`src/fsam_pkg.sv`:
```
// Constants shared by the sector address map block
`default_nettype none
package fsam_pkg;
  // ----------------------------------------------------------------
  // Register offsets (byte addresses)
  // ----------------------------------------------------------------
  localparam logic [7:0] OFS_CTRL   = 8'h00;
  localparam logic [7:0] OFS_NVCFG  = 8'h04;
  localparam logic [7:0] OFS_CMD    = 8'h08;
  localparam logic [7:0] OFS_ADDR   = 8'h0C;
  localparam logic [7:0] OFS_ERASE  = 8'h10;
  localparam logic [7:0] OFS_STATUS = 8'h14;
  localparam logic [7:0] OFS_IDDATA = 8'h18;
  // ----------------------------------------------------------------
  // Field positions and reset values
  // ----------------------------------------------------------------
  localparam int CTRL_EXT_BIT     = 0;
  localparam int CTRL_UNIFORM_BIT = 1;
  localparam int NV_EXT_BIT       = 0;
  localparam int NV_TOP_BIT       = 1;
  localparam int ST_DONE          = 0;
  localparam int ST_WIDTH_ERR     = 1;
  localparam int ST_RANGE_ERR     = 2;
  localparam int ST_WRONG_ERASE   = 3;
  localparam int ST_ID_WR_IGN     = 4;
  localparam int ST_PARAM         = 5;
  localparam int ST_FOUR          = 6;
  localparam logic [4:0] ST_W1C_MASK = 5'h1F;
  localparam logic [1:0] NVCFG_RST   = 2'h0;
  localparam logic       UNIFORM_RST = 1'b0;
  // ----------------------------------------------------------------
  // Opcodes
  // ----------------------------------------------------------------
  localparam logic [7:0] OP_P4E   = 8'h20;
  localparam logic [7:0] OP_4P4E  = 8'h21;
  localparam logic [7:0] OP_BE    = 8'hD8;
  localparam logic [7:0] OP_4SE   = 8'hDC;
  localparam logic [7:0] OP_READ  = 8'h03;
  localparam logic [7:0] OP_4READ = 8'h13;
  localparam logic [7:0] OP_FAST  = 8'h0B;
  localparam logic [7:0] OP_4FAST = 8'h0C;
  localparam logic [7:0] OP_PP    = 8'h02;
  localparam logic [7:0] OP_4PP   = 8'h12;
  localparam logic [7:0] OP_ID    = 8'h9F;
  // ----------------------------------------------------------------
  // Array geometry, erase lengths in 4 KB units
  // ----------------------------------------------------------------
  localparam int ARRAY_AW = 26;
  localparam logic [6:0] LEN_PARAM   = 7'd1;
  localparam logic [6:0] LEN_REMAIN  = 7'd56;
  localparam logic [6:0] LEN_UNIFORM = 7'd64;
  localparam logic [25:0] OVERLAY_SIZE = 26'h0008000;
  localparam logic [2:0] BYTES_LEGACY = 3'd3;
  localparam logic [2:0] BYTES_FULL   = 3'd4;
  localparam int ID_WORDS = 4;
  typedef enum logic [2:0] {
    FSAM_ST_RESET = 3'b001,
    FSAM_ST_LOAD  = 3'b010,
    FSAM_ST_RUN   = 3'b100
  } fsam_boot_t;
endpackage
`default_nettype wire

```
`src/fsam_sector_decode.sv`:
```
// Sector decoder: classifies an array address under the current layout
`timescale 1ns/1ps
`default_nettype none
module fsam_sector_decode
  import fsam_pkg::*;
(
  input  wire logic [25:0] addr,
  input  wire logic        hybrid,
  input  wire logic        top_sel,
  output logic             is_param,
  output logic             is_boundary,
  output logic [25:0]      sector_base,
  output logic [25:0]      param_base,
  output logic [25:0]      remain_base
);
  // ----------------------------------------------------------------
  // Decode
  // ----------------------------------------------------------------
  wire logic [7:0] sector_idx;
  wire logic [2:0] slot;
  wire logic       edge_sector;
  wire logic       in_overlay;
  assign sector_idx  = addr[25:18];
  assign slot        = addr[17:15];
  // Boundary is the lowest or the highest uniform sector
  assign edge_sector = top_sel ? (sector_idx == 8'hFF) : (sector_idx == 8'h00); // RL10
  assign in_overlay  = top_sel ? (slot == 3'h7) : (slot == 3'h0); // RL6
  assign is_boundary = hybrid & edge_sector; // RL11
  assign is_param    = is_boundary & in_overlay;
  assign sector_base = {sector_idx, 18'h00000}; // RL12
  assign param_base  = {addr[25:12], 12'h000}; // RL13
  // Remainder skips the 32 KB overlay at either end
  assign remain_base = top_sel ? sector_base : sector_base + OVERLAY_SIZE; // RL9
endmodule
`default_nettype wire

```
`src/fsam_top.sv`:
```
// Flash address mode, sector map and erase targeting with an APB slave
//
// Behaviour
// RL1 - Legacy commands take 3-byte addresses by default
// RL2 - Extended mode makes legacy commands take 32 bits
// RL3 - 4-byte opcodes always take 32-bit address
// RL4 - Reset loads extended mode from nonvolatile bit
// RL5 - Secondary spaces use the same full address width
// RL6 - Eight 4 KB sectors overlay boundary 32 KB
// RL7 - Parameter sectors erase only by 20h/21h
// RL8 - Host uses D8h/DCh for all other sectors
// RL9 - Block erase of boundary spares parameter sectors
// RL10 - Top select bit places parameters top/bottom
// RL11 - Uniform select bit removes parameter sectors
// RL12 - Sector erase clears aligned 256 KB sector
// RL13 - Parameter sectors are 4 KB aligned
// RL14 - Identification opcode reads separate identification space
// RL15 - Identification space is read-only, writes ignored
// RL16 - 24-bit mode forces upper address byte zero
//
// Our own choices: register access over APB and the register offsets.
`timescale 1ns/1ps
`default_nettype none
module fsam_top
  import fsam_pkg::*;
#(
  parameter logic [31:0] ID_WORD0 = 32'h0000A55A, // Arbitrary value
  parameter logic [31:0] ID_WORD1 = 32'h00005AA5, // Arbitrary value
  parameter logic [31:0] ID_WORD2 = 32'h00001234, // Arbitrary value
  parameter logic [31:0] ID_WORD3 = 32'h00004321  // Arbitrary value
)(
  input  wire logic        pclk,
  input  wire logic        presetn,
  input  wire logic        psel,
  input  wire logic        penable,
  input  wire logic        pwrite,
  input  wire logic [7:0]  paddr,
  input  wire logic [31:0] pwdata,
  output logic [31:0]      prdata,
  output logic             pready,
  output logic             pslverr,
  output logic             erase_start,
  output logic [25:0]      erase_addr,
  output logic [6:0]       erase_len,
  output logic             array_go,
  output logic [25:0]      array_addr,
  output logic             id_sel
);
  import fsam_pkg::*;

  // ----------------------------------------------------------------
  // Helpers
  // ----------------------------------------------------------------
  function automatic logic four_byte_op(input logic [7:0] op);
    four_byte_op = (op == OP_4P4E) || (op == OP_4SE) || (op == OP_4READ) ||
                   (op == OP_4FAST) || (op == OP_4PP);
  endfunction

  function automatic logic param_erase_op(input logic [7:0] op);
    param_erase_op = (op == OP_P4E) || (op == OP_4P4E);
  endfunction

  function automatic logic block_erase_op(input logic [7:0] op);
    block_erase_op = (op == OP_BE) || (op == OP_4SE);
  endfunction

  function automatic logic array_op(input logic [7:0] op);
    array_op = (op == OP_READ) || (op == OP_4READ) || (op == OP_FAST) ||
               (op == OP_4FAST) || (op == OP_PP) || (op == OP_4PP);
  endfunction

  // ----------------------------------------------------------------
  // State
  // ----------------------------------------------------------------
  fsam_boot_t  boot;
  fsam_boot_t  next_boot;
  logic        ext_mode;
  logic        uniform_layout_select;
  logic [1:0]  nvcfg;
  logic [7:0]  opcode;
  logic [2:0]  addr_bytes;
  logic [31:0] addr_reg;
  logic        exec;
  logic [6:0]  status;
  logic [1:0]  id_ptr;
  logic [31:0] id_rom [0:ID_WORDS-1];

  assign id_rom[0] = ID_WORD0;
  assign id_rom[1] = ID_WORD1;
  assign id_rom[2] = ID_WORD2;
  assign id_rom[3] = ID_WORD3;

  // ----------------------------------------------------------------
  // APB decode
  // ----------------------------------------------------------------
  wire logic access;
  wire logic wr_en;
  wire logic hit_ctrl;
  wire logic hit_nv;
  wire logic hit_cmd;
  wire logic hit_addr;
  wire logic hit_erase;
  wire logic hit_status;
  wire logic hit_id;
  wire logic mapped;
  assign access     = psel & penable;
  assign wr_en      = access & pwrite;
  assign hit_ctrl   = (paddr == OFS_CTRL);
  assign hit_nv     = (paddr == OFS_NVCFG);
  assign hit_cmd    = (paddr == OFS_CMD);
  assign hit_addr   = (paddr == OFS_ADDR);
  assign hit_erase  = (paddr == OFS_ERASE);
  assign hit_status = (paddr == OFS_STATUS);
  assign hit_id     = (paddr == OFS_IDDATA);
  assign mapped     = hit_ctrl | hit_nv | hit_cmd | hit_addr | hit_erase | hit_status | hit_id;
  // Zero wait states; every register but the identification data is a flop
  assign pready     = access;
  assign pslverr    = access & ~mapped;

  wire logic [31:0] rd_ctrl;
  wire logic [31:0] rd_cmd;
  wire logic [31:0] rd_erase;
  assign rd_ctrl  = {30'h0, uniform_layout_select, ext_mode};
  assign rd_cmd   = {21'h0, addr_bytes, opcode};
  assign rd_erase = {erase_len[5:0], erase_addr};
  assign prdata = hit_ctrl   ? rd_ctrl :
                  hit_nv     ? {30'h0, nvcfg} :
                  hit_cmd    ? rd_cmd :
                  hit_addr   ? addr_reg :
                  hit_erase  ? rd_erase :
                  hit_status ? {25'h0, status} :
                  hit_id     ? id_rom[id_ptr] : 32'h00000000; // RL14

  // ----------------------------------------------------------------
  // Boot sequence
  // ----------------------------------------------------------------
  always_comb begin
    case (boot)
      FSAM_ST_RESET: next_boot = FSAM_ST_LOAD;
      FSAM_ST_LOAD:  next_boot = FSAM_ST_RUN;
      FSAM_ST_RUN:   next_boot = FSAM_ST_RUN;
      default:       next_boot = FSAM_ST_RESET;
    endcase
  end

  always_ff @(posedge pclk or negedge presetn) begin
    if (!presetn) begin
      boot <= FSAM_ST_RESET;
    end else begin
      boot <= next_boot;
    end
  end

  // ----------------------------------------------------------------
  // Configuration registers
  // ----------------------------------------------------------------
  // Nonvolatile bits keep their value through every reset, like real
  // cells; software must program them once after power-up
  always_ff @(posedge pclk) begin
    if (wr_en && hit_nv) begin
      nvcfg <= pwdata[1:0];
    end
  end

  // Volatile mode is copied from the stored default after release
  always_ff @(posedge pclk or negedge presetn) begin
    if (!presetn) begin
      ext_mode              <= 1'b0;
      uniform_layout_select <= UNIFORM_RST;
    end else if (boot == FSAM_ST_LOAD) begin
      ext_mode <= nvcfg[NV_EXT_BIT]; // RL4
    end else if (wr_en && hit_ctrl) begin
      ext_mode              <= pwdata[CTRL_EXT_BIT];
      uniform_layout_select <= pwdata[CTRL_UNIFORM_BIT];
    end
  end

  always_ff @(posedge pclk or negedge presetn) begin
    if (!presetn) begin
      opcode     <= 8'h00;
      addr_bytes <= 3'h0;
      addr_reg   <= 32'h00000000;
      exec       <= 1'b0;
    end else begin
      exec <= wr_en & hit_cmd;
      if (wr_en && hit_cmd) begin
        opcode     <= pwdata[7:0];
        addr_bytes <= pwdata[10:8];
      end
      if (wr_en && hit_addr) begin
        addr_reg <= pwdata;
      end
    end
  end

  // ----------------------------------------------------------------
  // Command decode
  // ----------------------------------------------------------------
  wire logic        op_four;
  wire logic [2:0]  need_bytes;
  wire logic [31:0] eff_addr;
  wire logic        width_bad;
  wire logic        range_bad;
  wire logic        is_id;
  wire logic        is_perase;
  wire logic        is_berase;
  wire logic        is_arr;
  wire logic        hybrid;
  wire logic        sd_param;
  wire logic        sd_boundary;
  wire logic [25:0] sd_sector;
  wire logic [25:0] sd_pbase;
  wire logic [25:0] sd_remain;

  assign op_four    = four_byte_op(opcode); // RL3
  // Identification space uses the same width as the array commands
  assign need_bytes = (op_four || ext_mode) ? BYTES_FULL : BYTES_LEGACY; // RL1 RL2 RL5
  assign eff_addr   = (op_four || ext_mode) ? addr_reg : {8'h00, addr_reg[23:0]}; // RL16
  assign width_bad  = (addr_bytes != need_bytes); // RL3
  assign is_id      = (opcode == OP_ID);
  assign is_perase  = param_erase_op(opcode);
  assign is_berase  = block_erase_op(opcode);
  assign is_arr     = array_op(opcode);
  assign range_bad  = ~is_id & (eff_addr[31:ARRAY_AW] != 6'h00);
  assign hybrid     = ~uniform_layout_select; // RL11

  fsam_sector_decode u_decode (
    .addr        (eff_addr[25:0]),
    .hybrid      (hybrid),
    .top_sel     (nvcfg[NV_TOP_BIT]),
    .is_param    (sd_param),
    .is_boundary (sd_boundary),
    .sector_base (sd_sector),
    .param_base  (sd_pbase),
    .remain_base (sd_remain)
  );

  wire logic cmd_ok;
  wire logic go_perase;
  wire logic go_berase;
  wire logic wrong_erase;
  assign cmd_ok      = exec & ~width_bad & ~range_bad;
  // A 4 KB erase outside the overlay starts no erase and sets the wrong-erase status flag
  assign go_perase   = cmd_ok & is_perase & sd_param; // RL7
  assign go_berase   = cmd_ok & is_berase; // RL8
  assign wrong_erase = cmd_ok & is_perase & ~sd_param;

  wire logic [25:0] next_erase_addr;
  wire logic [6:0]  next_erase_len;
  assign next_erase_addr = go_perase ? sd_pbase :
                           sd_boundary ? sd_remain : sd_sector; // RL9 RL12 RL13
  assign next_erase_len  = go_perase ? LEN_PARAM :
                           sd_boundary ? LEN_REMAIN : LEN_UNIFORM; // RL6

  // ----------------------------------------------------------------
  // Outputs
  // ----------------------------------------------------------------
  always_ff @(posedge pclk or negedge presetn) begin
    if (!presetn) begin
      erase_start <= 1'b0;
      erase_addr  <= 26'h0000000;
      erase_len   <= 7'h00;
      array_go    <= 1'b0;
      array_addr  <= 26'h0000000;
    end else begin
      erase_start <= go_perase | go_berase;
      array_go    <= cmd_ok & is_arr;
      if (go_perase || go_berase) begin
        erase_addr <= next_erase_addr;
        erase_len  <= next_erase_len;
      end
      if (cmd_ok && is_arr) begin
        array_addr <= eff_addr[25:0];
      end
    end
  end

  // Identification reads never touch the array
  always_ff @(posedge pclk or negedge presetn) begin
    if (!presetn) begin
      id_sel <= 1'b0;
      id_ptr <= 2'h0;
    end else if (exec) begin
      id_sel <= is_id & ~width_bad; // RL14
      if (is_id && !width_bad) begin
        id_ptr <= eff_addr[3:2];
      end
    end
  end

  // ----------------------------------------------------------------
  // Status, bits 4:0 write one to clear; a new event beats the clear
  // ----------------------------------------------------------------
  wire logic [4:0] st_set;
  wire logic [4:0] st_clr;
  wire logic       id_wr;
  assign id_wr  = wr_en & hit_id; // RL15
  assign st_set = {id_wr, wrong_erase, exec & range_bad, exec & width_bad, exec};
  assign st_clr = (wr_en && hit_status) ? (pwdata[4:0] & ST_W1C_MASK) : 5'h00;

  always_ff @(posedge pclk or negedge presetn) begin
    if (!presetn) begin
      status <= 7'h00;
    end else begin
      status[4:0] <= st_set | (status[4:0] & ~st_clr);
      if (exec) begin
        status[ST_PARAM] <= sd_param;
        status[ST_FOUR]  <= op_four | ext_mode;
      end
    end
  end
endmodule
`default_nettype wire

```
`config.mk`:
```
export PLATFORM = sky130hd
export DESIGN_NAME = fsam_top
export DESIGN_NICKNAME = d
export VERILOG_FILES = /design/src/fsam_pkg.sv /design/src/fsam_sector_decode.sv /design/src/fsam_top.sv
export SDC_FILE = /design/constraint.sdc
export NUM_CORES = 1
export LEC_CHECK = 0
export BUFFER_PORTS_ARGS = -buffer_cell sky130_fd_sc_hd__buf_2
export CAP_MARGIN = 20
export CORE_AREA = 10 10 115 117
export CTS_CLUSTER_DIAMETER = 120
export CTS_CLUSTER_SIZE = 14
export DETAILED_ROUTE_END_ITERATION = 8
export DIE_AREA = 0 0 125 127
export GPL_TIMING_DRIVEN = 0
export PLACE_DENSITY = 0.75
export SYNTH_ARGS = -nofsm -noshare
export SYNTH_HDL_FRONTEND = slang
export SYNTH_SLANG_ARGS = --single-unit
```
`constraint.sdc`:
```
create_clock -name pclk -period 4.6 [get_ports pclk]
set_input_delay 1.38 -clock pclk [delete_from_list [all_inputs] [get_ports pclk]]
set_output_delay 1.38 -clock pclk [all_outputs]
set_load 0.02 [all_outputs]
```
Word-level counts from Yosys, hierarchy flattened. Index checks and enable logic that the tools add are counted.

$add $sub $neg: 1. Equality and inequality tests: 23. Reductions and logical operators: 29. $lt $le $gt $ge: 1. Muxes and demuxes: 23. Bitwise operators: 37.

Operators with widths (number): $mux 32 (10); $mux 26 (3); $bmux 32 s2 (1); $eq 8x5->1 const B (5); $eq 8x4->1 const B (4); $eq 8x8->1 const B (4); $add 26x16->26 const B (1); $and 1x1->1 (18); $eq 8x2->1 const B (2); $eq 8x6->1 const B (2); $logic_not 8->1 (2); $mux 7 (2); $logic_or 1x1->1 (13); $eq 8x3->1 const B (1); $or 1x1->1 (8); $logic_and 1x1->1 (7); $not 1->1 (7); $eq 3x3->1 const B (2); $pmux 3 s2 (1); $reduce_bool 6->1 (1); $and 5x5->5 (1); $mux 5 (1); $not 5->5 (1); $or 5x5->5 (1); other kinds (12) (16).

Register bits: 122. Word-level logic and storage cells: 131. Input bits: 45.

Longest topological paths before layout. Gate-level depths: netlist of the first run.

Depth in word-level cells: 14. Depth in mapped cells: 10.

By module. A second synthesis of the first run with hierarchy kept.

Cell total of the unflattened synthesis: 661. Area total of the unflattened synthesis: 6757.7 um^2.

By module, submodules not included: fsam_top (instances 1, sequential area each 2964.1 um^2, area each 6103.4 um^2, cells each 571); fsam_sector_decode (instances 1, sequential area each 0.0 um^2, area each 654.4 um^2, cells each 90).

Worst setup path after synthesis of the first run. No wires, ideal clock.

Kind: input -> output. From: in paddr[0]. To: out prdata[12]. Cell stages on the path: 7. Data required time: 3.220 ns. Path slack: -0.037 ns. Arrival: 3.257 ns. Path buffers: 2. Cells stage by stage: or4_1 > or3_1 > clkbuf_1 > nor2_1 > clkbuf_1 > a22oi_1 > nand2_1.

Longest elaborated chain between the ends: 8.

RTL lines: from (decl) (line fsam_top.sv:37) `input wire logic [7:0] paddr,`; $eq 8x5->1 (line fsam_top.sv:114) `assign hit_id = (paddr == OFS_IDDATA);`; $mux 32 (line fsam_top.sv:132) `hit_id ? id_rom[id_ptr] : 32'h00000000;`; $mux 32 (line fsam_top.sv:131) `hit_status ? {25'h0, status} :`; $mux 32 (line fsam_top.sv:130) `hit_erase ? rd_erase :`; $mux 32 (line fsam_top.sv:129) `hit_addr ? addr_reg :`; $mux 32 (line fsam_top.sv:128) `hit_cmd ? rd_cmd :`; $mux 32 (line fsam_top.sv:127) `hit_nv ? {30'h0, nvcfg} :`; $mux 32 * (line fsam_top.sv:126) `assign prdata = hit_ctrl ? rd_ctrl :`; to (decl) (line fsam_top.sv:39) `output logic [31:0] prdata,`.

Every way passes the cells marked *; elsewhere a longest branch is shown, timed or not.

Final worst setup path of the first run.
From: in paddr[5]. To: out prdata[4].

The elaborated chain is that of the path after synthesis.

==> summary.txt, run 1 <==
Run status
  – Outcome: complete, but fails checks
  – Failing checks: negative setup slack

Drt
  – DR pass1 iterations: 5
  – Routed WL per cell: 20.19 microns
  – Drt via density: between 5 and 6
  – Initial DRC count: 315
  – ANT nets after route: 0
  – DRT Wirelength: between 10000 and 15000 microns
  – DRC viols: 0
  – Via Count: between 4000 and 5000

Clock network
  – CTS tree: built
  – H-tree levels: 3
  – Num Clock Sinks: approximately 110
  – Root buf cell: clkbuf_16
  – Worst-path clk slew: 0.07 ns
  – Clk buf depth: 2
  – Num CTS Buffers: 9
  – Hold-fix buffers, CTS: 0
  – Worst-Skew Late Latency: 0.35 ns

Synth
  – Synth Register Bits: between 100 and 150
  – Synth Instances: ~430
  – Ys flop type: dfrtp_1
  – Syn Std Cell Area: between 0.005 and 0.006 sq mm
  – Leading area contributor after synthesis: dfrtp_1
  – Cell with the most instances after synthesis: dfrtp_1
  – Most frequent cells after synthesis: 103 x dfrtp_1, 51 x mux2_2, 49 x nand2_1
  – Share of Yosys cell area claimed by the top area cell type: 0.5088
  – Synth cell types: 60
  – Synth warn: 0
  – Number of synthesized flops with an enable pin: 2
  – Sequential area share after synthesis: 0.5258
  – Share of flip-flops with an asynchronous set or reset: 0.9811
  – Syn avg cell area: ~12 sq um
  – Area contributors post-synth: dfrtp_1 51%, mux2_2 11%, mux2_1 7.6%

Cells and area
  – Area of the multi-input gates: approximately 0.0023 sq mm
  – Nets: 631
  – Number of fill cells in the layout: around 950
  – N_diodes: 0
  – FF+latch area: ~0.0027 sq mm
  – Share of layout cells above drive strength 1: 0.4208
  – Largest register FFs: 32
  – Post-route cell area: approximately 0.0065 sq mm
  – Area grow syn2layout: 27.86%

Setup path
  – Crit-path leading delay family: simple AND/OR/NAND/NOR gates
  – CP Launch Type: input pin
  – Crit path max-delay cell type: or4_4
  – Reg2Reg Depth: 8
  – CP dominant cell by count: buf_6
  – CP Data Arrival Time: 3.25 ns
  – Critical path depth: 7
  – WP data required: roughly 3.2 ns
  – CP max stage delay: about 0.53 ns
  – Crit-path max FO: 8
  – Crit path cell chain: buf_6, or4_4, or3_4, nor2_4, buf_8, mux2_4, buf_6
  – Crit end category: output pin
  – Worst path bufs/invs: 3
  – WS Path Type: input pin to output pin

Global route
  – GRT Residual Overflow: 0
  – Vias in the first global route: roughly 4200
  – Total GRT Usage: 0.1795
  – First-pass GRT wire length: around 23000 microns
  – Initial antenna violation count: 0
  – Largest net degree at the start of global routing: between 50 and 60

Timing
  – Clock Skews: between 0.01 and 0.015 ns
  – Fin crit share: 1.007
  – Slew HR: 0.3033
  – Slew Viols, Final: 0
  – Post-layout minimum cycle time: roughly 4.6 ns
  – Worst slew pin tran: between 1 and 1.5 ns
  – Final Hold Viols: 0
  – Final Worst Setup Slack: -0.03331 ns
  – Max frequency: approximately 0.22 GHz
  – Setup violations, final: 1
  – Final worst hold slack: around 0.48 ns
  – RSZ-0062 raised after global routing: yes

Power
  – Net Sw Frac: 0.2153
  – Clk pwr share: 0.449
  – Total power draw: 0.001897 W
  – Power per Cell Area: a little under 300 mW/mm^2
  – Pleak: 3.476 nW
  – Reg power frac: 0.500
  – Int Power: about 0.0015 W
  – P_sw: just over 0.0004 W
  – Peak VDD IR: between 0.15 and 0.2 mV
  – Comb pwr share: 0.051

Die
  – Initial core utilization: 0.4554
  – DIE AREA: around 0.016 sq mm
  – CORE AREA: 0.01113 sq mm
  – Height of the die: 127 microns
  – Site row count: 39
  – Die W: roughly 130 microns
  – IO Count: 141

Place
  – HPWL after DPL: ~11000 microns
  – GPL Wtd Cong: between 0.9 and 1
  – Placed cell area: slightly below 0.006 sq mm
  – Post-place setup slack: -0.6346 ns
  – Port bufs: between 100 and 150

Flow run
  – Max Cap Violations: 0

Hold path
  – Hold Crit Class: register to register
  – Hold depth: 1
[power by group through the flow]
stage	sequential (W)	combinational, W	clock, W
floorplan	0.000964	0.0000415	0
global placement	0.000967	0.0000862	0
detailed placement	0.000967	0.0000912	0
CTS	0.000949	0.0000937	0.000865
global route	0.000950	0.000106	0.000907
finish	0.000949	0.0000963	0.000852
[final timing paths]
path	from	endpoint	slack, ns
setup reg to reg	opcode[6]	erase_addr[21]	1.07
hold / removal	array_addr[8]	array_addr[8]	0.48
setup / recovery	paddr[5]	prdata[4]	-0.03
max in group asynchronous	presetn	boot[0]	2.83
hold reg to reg	array_addr[8]	array_addr[8]	0.48
min in group asynchronous	presetn	array_addr[9]	1.05
[placed cells by master (no fill, tap or decap), drive strengths merged, types with 5 or more instances in the layout]
master,synthesis,final
a22oi,13,13
a22o,12,12
o21ai,10,10
nor2,19,19
nand2,49,49
inv,9,10
buf,20,155
clkbuf,12,19
nand4,6,6
a21oi,7,7
mux2,85,85
nand3,6,6
nor3,7,7
and2,5,5
nor4,7,7
conb,1,14
dfrtp,103,103
[kinds of logic after synthesis]
| logic type | count (synthesis) | share of synthesized area |
|---|---|---|
| AO/OA/AOI/OAI | 65 | 0.09805 |
| XOR/XNOR | 1 | 0.001729 |
| adder cells (fa/ha/maj) | 4 | 0.009879 |
| buffers and inverters | 41 | 0.04742 |
| flip-flops | 106 | 0.5258 |
| multiplexers | 86 | 0.1909 |
| other | 1 | 0.0007402 |
| AND/OR/NAND/NOR | 123 | 0.1255 |
[what timing repair did]
action | CTS | global route
cloned | 0 | 0
gates resized for setup | 21 | 25
pin swaps | 2 | 6
endpoints found under the hold margin | 0 | 0
setup buffers | 2 | 3
setup endpoints to repair | 32 | 15
[metal layers]
| layer | wire (microns) | track usage |
|---|---|---|
| met1 | 6158 | 0.2197 |
| met2 | 7282 | 0.2919 |
| met3 | 982 | 0.05252 |
| met4 | 313 | 0.07385 |
| met5 | 0 | 0 |
[cell type report]
class,count,area share
flip-flops and latches,106,0.4112
multi-input cells,293,0.3537
repair buffers,132,0.1136
clock buffers,11,0.03902
plain buffers,31,0.03651
well taps,143,0.02762
clock inverters,5,0.01314
inverters,9,0.005215
[through the flow]
step | setup TNS, ns | cells | util
after floorplan | 0 | 440 | -
after global placement | -12.83 | 709 | 0.5327
after detailed placement | -13.78 | 710 | 0.5354
after CTS | -0.007129 | 727 | 0.5729
after global routing | -0.1864 | 730 | 0.5822
final | -0.03331 | 730 | 0.5822
No activity file was read; power rests on OpenSTA's default activity.
==> inputs of run 2 (changes only) <==
- RECOVER_POWER: default -> 50
- SETUP_SLACK_MARGIN: default -> 0.5
==> run 2 against run 1 <==
Against the previous run: power fell by 1.3%; the flow finishes with violations (max-capacitance violations, max-slew violations); final area rose by 5.5%; largest power group unchanged; die area did not move; register-to-register slack improved by 0.15 ns; via count rose by 1.5%; hold slack improved by 0.0044 ns; clock skew fell by 0.0031 ns; highest routed layer unchanged; combinational power rose by 0.9%; first-iteration DRC count fell by 23%; sequential power barely moved; routed wire length rose by 0.70%.
==> summary.txt, run 2 (synthesis gave the netlist of run 1 again) <==
Clock network
  – Hold-fix buffers, CTS: 0
  – Root buf cell: clkbuf_16
  – Clk buf depth: 2
  – Num Clock Sinks: approximately 110
  – CTS tree: built
  – H-tree levels: 3
  – Worst-Skew Late Latency: approximately 0.35 ns
  – Num CTS Buffers: 9
  – Worst-path clk slew: 0.07 ns

Drt
  – Initial DRC count: between 200 and 250
  – DRC viols: 0
  – Drt via density: between 5 and 6
  – Via Count: approximately 4000
  – Routed WL per cell: between 20 and 25 microns
  – DR pass1 iterations: 5
  – DRT Wirelength: 14840 microns
  – ANT nets after route: 0

Timing
  – Worst slew pin tran: 2.075 ns
  – Slew Viols, Final: 36
  – Fin crit share: 0.9966
  – Max frequency: between 0.2 and 0.25 GHz
  – RSZ-0062 raised after global routing: yes
  – Final Hold Viols: 0
  – Post-layout minimum cycle time: around 4.6 ns
  – Clock Skews: approximately 0.009 ns
  – Slew HR: -0.3831
  – Setup violations, final: 0
  – Final worst hold slack: 0.4852 ns
  – Setup TNS: 0 ns

Global route
  – Initial antenna violation count: 0
  – First-pass GRT wire length: around 23000 microns
  – Largest net degree at the start of global routing: 70
  – Vias in the first global route: 4241
  – Total GRT Usage: 0.1824
  – GRT Residual Overflow: 0

Setup path
  – WP data required: between 3 and 4 ns
  – Crit end category: output pin
  – Worst r2r src: opcode[6]
  – WS Path Type: input pin to output pin
  – CP Data Arrival Time: about 3.2 ns
  – Crit path from: paddr[0]
  – Crit-path max FO: 6
  – CP Launch Type: input pin

Cells and area
  – Largest register FFs: 32
  – Most common cell after layout, fill and taps aside: dfrtp_1
  – Share of layout cells above drive strength 1: 0.4040
  – Nets: roughly 640
  – N_diodes: 0
  – Post-route cell area: 0.006835 sq mm
  – Area grow syn2layout: 34.92%
  – Commonest cells after routing, fill and taps aside: 103 x dfrtp_1, 55 x buf_2, 49 x mux2_2

Power
  – P_sw: between 0.0004 and 0.0005 W
  – Pleak: 3.434 nW
  – Int Power: around 0.0015 W
  – Comb pwr share: 0.052
  – Peak VDD IR: approximately 0.17 mV
  – Reg power frac: 0.507
  – Power per Cell Area: between 200 and 300 mW/mm^2
  – Clk pwr share: 0.441
  – Net Sw Frac: 0.2175

Run status
  – Outcome: complete, but fails checks
  – Failing checks: max-capacitance violations, max-slew violations

Die
  – CORE AREA: between 0.01 and 0.015 sq mm
  – IO Count: 141
  – Height of the die: 127 microns
  – DIE AREA: 0.01588 sq mm
  – Initial core utilization: 0.4554
  – Site row count: 39
  – Die W: between 100 and 150 microns

Place
  – Port bufs: ~130
  – HPWL after DPL: between 10000 and 15000 microns
  – GPL Wtd Cong: 0.8619
  – Placed cell area: just over 0.006 sq mm

Hold path
  – Hold Crit Class: register to register
  – Worst Hold Launch: array_addr[16]

Flow run
  – Max Cap Violations: 1
-- run 2: cell types whose count changed in the layout (fill, tap and decap cells not counted), moves of 8 or more --
| cell | previous run | this run |
|---|---|---|
| a22oi_1 | 12 | 4 |
| a22oi_2 | 1 | 9 |
| buf_2 | 119 | 55 |
| buf_6 | 9 | 36 |
| clkbuf_1 | 6 | 47 |
| nand2_1 | 47 | 33 |
| nand2_2 | 2 | 10 |
-- run 2: layer usage --
layer	up-vias	GRT usage	wire, microns
li1	1854	-	-
met1	2055	0.2306	6486
met2	158	0.3011	7207
met3	11	0.05583	1025
met4	0	0.04201	119
met5	-	0	0
-- run 2: path summary, 6_finish.rpt --
check | endpoint | cells after the start | slack (ns)
max | prdata[4] | 8 | 0.02
min | array_addr[16] | 1 | 0.49
max reg2reg | erase_addr[22] | 8 | 1.22
min reg2reg | array_addr[16] | 1 | 0.49
max in group asynchronous | boot[0] | 2 | 1.79
min in group asynchronous | array_addr[5] | 1 | 1.62
-- run 2: area by class of cell --
cell class,count,area [sq um]
Timing Repair Buffer,138,910.9
Multi-Input combinational cell,293,2449
Clock inverter,3,43.79
Buffer,32,274.0
Tap cell,143,178.9
Clock buffer,13,281.5
Sequential cell,106,2664
Inverter,9,33.78
Fill cell,916,4290
-- run 2: power by group through the flow --
stage                     combinational, W  clock [W]  sequential [W]
after floorplan                  0.0000432          0        0.000964
after global placement           0.0000887          0        0.000966
after detailed placement         0.0000941          0        0.000967
after CTS                        0.0000970   0.000839        0.000949
after global routing              0.000108   0.000877        0.000950
final                            0.0000972   0.000826        0.000949
-- run 2: timing repair --
item                                    CTS  global route
endpoints found under the setup margin   32            32
pin swaps                                16            19
gates resized for setup                  80            17
setup buffers                             6             4
gates cloned                              1             0
-- run 2: through the flow --
stage          std cells  worst slack (ns)    util  total power (W)
5_1_grt              737          -0.01980  0.6144         0.001935
6_report             737           0.01550  0.6144         0.001873
3_5_place_dp         710           -0.2353  0.5494         0.001061
3_3_place_gp         709           -0.2079  0.5467         0.001055
4_1_cts              733          -0.02181  0.6110         0.001885
2_1_floorplan        440            0.2555       -         0.001007
-- run 2: critical path, stage by stage --
cell and delay [ns]:
buf_6 0.09, or4_4 0.52, or3_4 0.34, buf_8 0.15
nor2_4 0.12, buf_8 0.15, mux2_4 0.31, buf_6 0.13
==> inputs of run 3 (changes only) <==
==> constraint.sdc (replaced) <==
create_clock -name pclk -period 4.6 [get_ports pclk]
set_input_delay 0.23 -clock pclk [delete_from_list [all_inputs] [get_ports pclk]]
set_output_delay 0.23 -clock pclk [all_outputs]
set_load 0.02 [all_outputs]
==> run 3 against run 2 <==
Against the previous run: the flow still finishes with violations (max-capacitance violations, max-slew violations); non-clock buffer count fell by 10; sequential power barely moved; count of clock-buffer cells in the layout fell by 4.
==> summary.txt, run 3 (synthesis gave the netlist of run 1 again) <==
Run status
  – Outcome: complete, but fails checks
  – Failing checks: max-capacitance violations, max-slew violations

Power
  – Net Sw Frac: 0.2453
  – P_sw: 0.0004421 W
  – Power per Cell Area: between 200 and 300 mW/mm^2
  – Comb pwr share: 0.051
  – Clk pwr share: 0.423
  – Int Power: about 0.0014 W
  – Peak VDD IR: between 0.2 and 0.3 mV
  – Reg power frac: 0.526
  – Pleak: between 3 and 4 nW

Global route
  – Largest net degree at the start of global routing: 54
  – GRT Residual Overflow: 0
  – Vias in the first global route: between 4000 and 5000
  – Initial antenna violation count: 0
  – Total GRT Usage: 0.1762
  – First-pass GRT wire length: approximately 23000 microns

Cells and area
  – Finished Core Util: 0.5569
  – Nets: 628
  – Most common cell after layout, fill and taps aside: dfrtp_1
  – Largest register FFs: 32
  – N_diodes: 0
  – Post-route cell area: slightly above 0.006 sq mm
  – Area grow syn2layout: 22.30%
  – Share of layout cells above drive strength 1: 0.2979
  – Commonest cells after routing, fill and taps aside: 103 x dfrtp_1, 76 x buf_2, 62 x clkbuf_1
  – Number of fill cells in the layout: around 1000

Die
  – Height of the die: around 130 microns
  – Die W: around 130 microns
  – CORE AREA: 0.01113 sq mm
  – DIE AREA: about 0.016 sq mm
  – Initial core utilization: 0.4554
  – IO Count: ~140
  – Site row count: 39

Place
  – Placed cell area: ~0.0060 sq mm
  – GPL Wtd Cong: roughly 0.86
  – HPWL after DPL: 11000 microns
  – Post-place setup slack: 1.287 ns
  – Port bufs: 126

Clock network
  – Setup bufs post-CTS: 0
  – Worst-path clk slew: roughly 0.08 ns
  – Worst-Skew Late Latency: roughly 0.35 ns
  – Root buf cell: clkbuf_16
  – Num CTS Buffers: 9
  – Num Clock Sinks: 106
  – Post-CTS Resized: 0
  – H-tree levels: 3
  – Clk buf depth: 2
  – Hold-fix buffers, CTS: 1
  – CTS tree: built

Timing
  – Post-layout minimum cycle time: roughly 3.3 ns
  – Slew Viols, Final: 52
  – Slew HR: -0.9703
  – Fin crit share: 0.7209
  – Max frequency: 0.3016 GHz
  – Setup violations, final: 0
  – Final Hold Viols: 0
  – Setup TNS: 0 ns
  – Clock Skews: ~0.011 ns
  – Final Worst Setup Slack: roughly 1.3 ns
  – RSZ-0062 raised after global routing: no
  – Worst slew pin tran: about 3.0 ns

Setup path
  – Crit path from: opcode[6]
  – CP Data Arrival Time: 3.55 ns
  – WS Path Type: register to register
  – Worst r2r src: opcode[6]
  – Crit-path max FO: 10
  – CP Launch Type: register
  – WP data required: just under 5 ns
  – Crit end category: register

Flow run
  – Max Cap Violations: 1

Hold path
  – Worst Hold Launch: pwdata[19]
  – Hold Crit Class: input pin to register

Drt
  – Routed WL per cell: about 20 microns
  – DRT Wirelength: ~14000 microns
  – ANT nets after route: 0
  – Initial DRC count: ~250
  – DRC viols: 0
  – Drt via density: roughly 5.5
  – DR pass1 iterations: 4
  – Via Count: approximately 4000
run 3: path summary, 6_finish.rpt:
| path | to | slack [ns] | cells past startpoint |
|---|---|---|---|
| max in group asynchronous | ext_mode | 1.54 | 2 |
| min reg2reg | id_sel | 0.48 | 1 |
| max reg2reg | erase_addr[21] | 1.28 | 8 |
| max | erase_addr[21] | 1.28 | 8 |
| min in group asynchronous | array_addr[5] | 1.38 | 2 |
| min | addr_reg[19] | 0.11 | 2 |
run 3: metal layers:
metal / GRT usage / routed length [microns] / vias to the layer above
li1: - / - / 1842
met1: 0.2186 / 6108 / 2002
met2: 0.2974 / 7033 / 120
met3: 0.04963 / 969 / 14
met4: 0.04404 / 155 / 0
met5: 0 / 0 / -
run 3: through the flow:
stage,hold slack (ns),std cells,power (W)
after global placement,0.4605,709,0.001053
after global routing,0.09894,727,0.001865
final,0.1060,727,0.001802
after CTS,0.09655,727,0.001818
after floorplan,-0.06559,440,0.001006
after detailed placement,0.3189,710,0.001059
run 3: area by class of cell:
type / count / area (sq um) / share of cell area
clock buffer: 9 / 225.2 / 0.03635
sequential: 106 / 2664 / 0.4299
buffer: 32 / 206.4 / 0.03332
clock inverter: 7 / 71.32 / 0.01151
timing repair buffer: 128 / 605.6 / 0.09774
tap: 143 / 178.9 / 0.02888
inverter: 9 / 33.78 / 0.005452
multi-input combinational: 293 / 2211 / 0.3568
run 3: critical path, stage by stage (launching register included):
cell and delay, ns:
dfrtp_1 0.45, or4_4 0.58, nor4b_4 0.42, a211oi_2 0.21, a211oi_1 0.46, o211ai_1 0.25
o21ai_1 0.27, buf_4 0.24, mux2_1 0.34
run 3: power groups by stage:
| stage | Clock (W) | Combinational (W) | Sequential [W] |
|---|---|---|---|
| final | 0.000762 | 0.0000918 | 0.000948 |
| after global routing | 0.000813 | 0.000103 | 0.000950 |
| after CTS | 0.000777 | 0.0000929 | 0.000948 |
| after detailed placement | 0 | 0.0000918 | 0.000967 |
| after global placement | 0 | 0.0000863 | 0.000967 |
| after floorplan | 0 | 0.0000415 | 0.000964 |
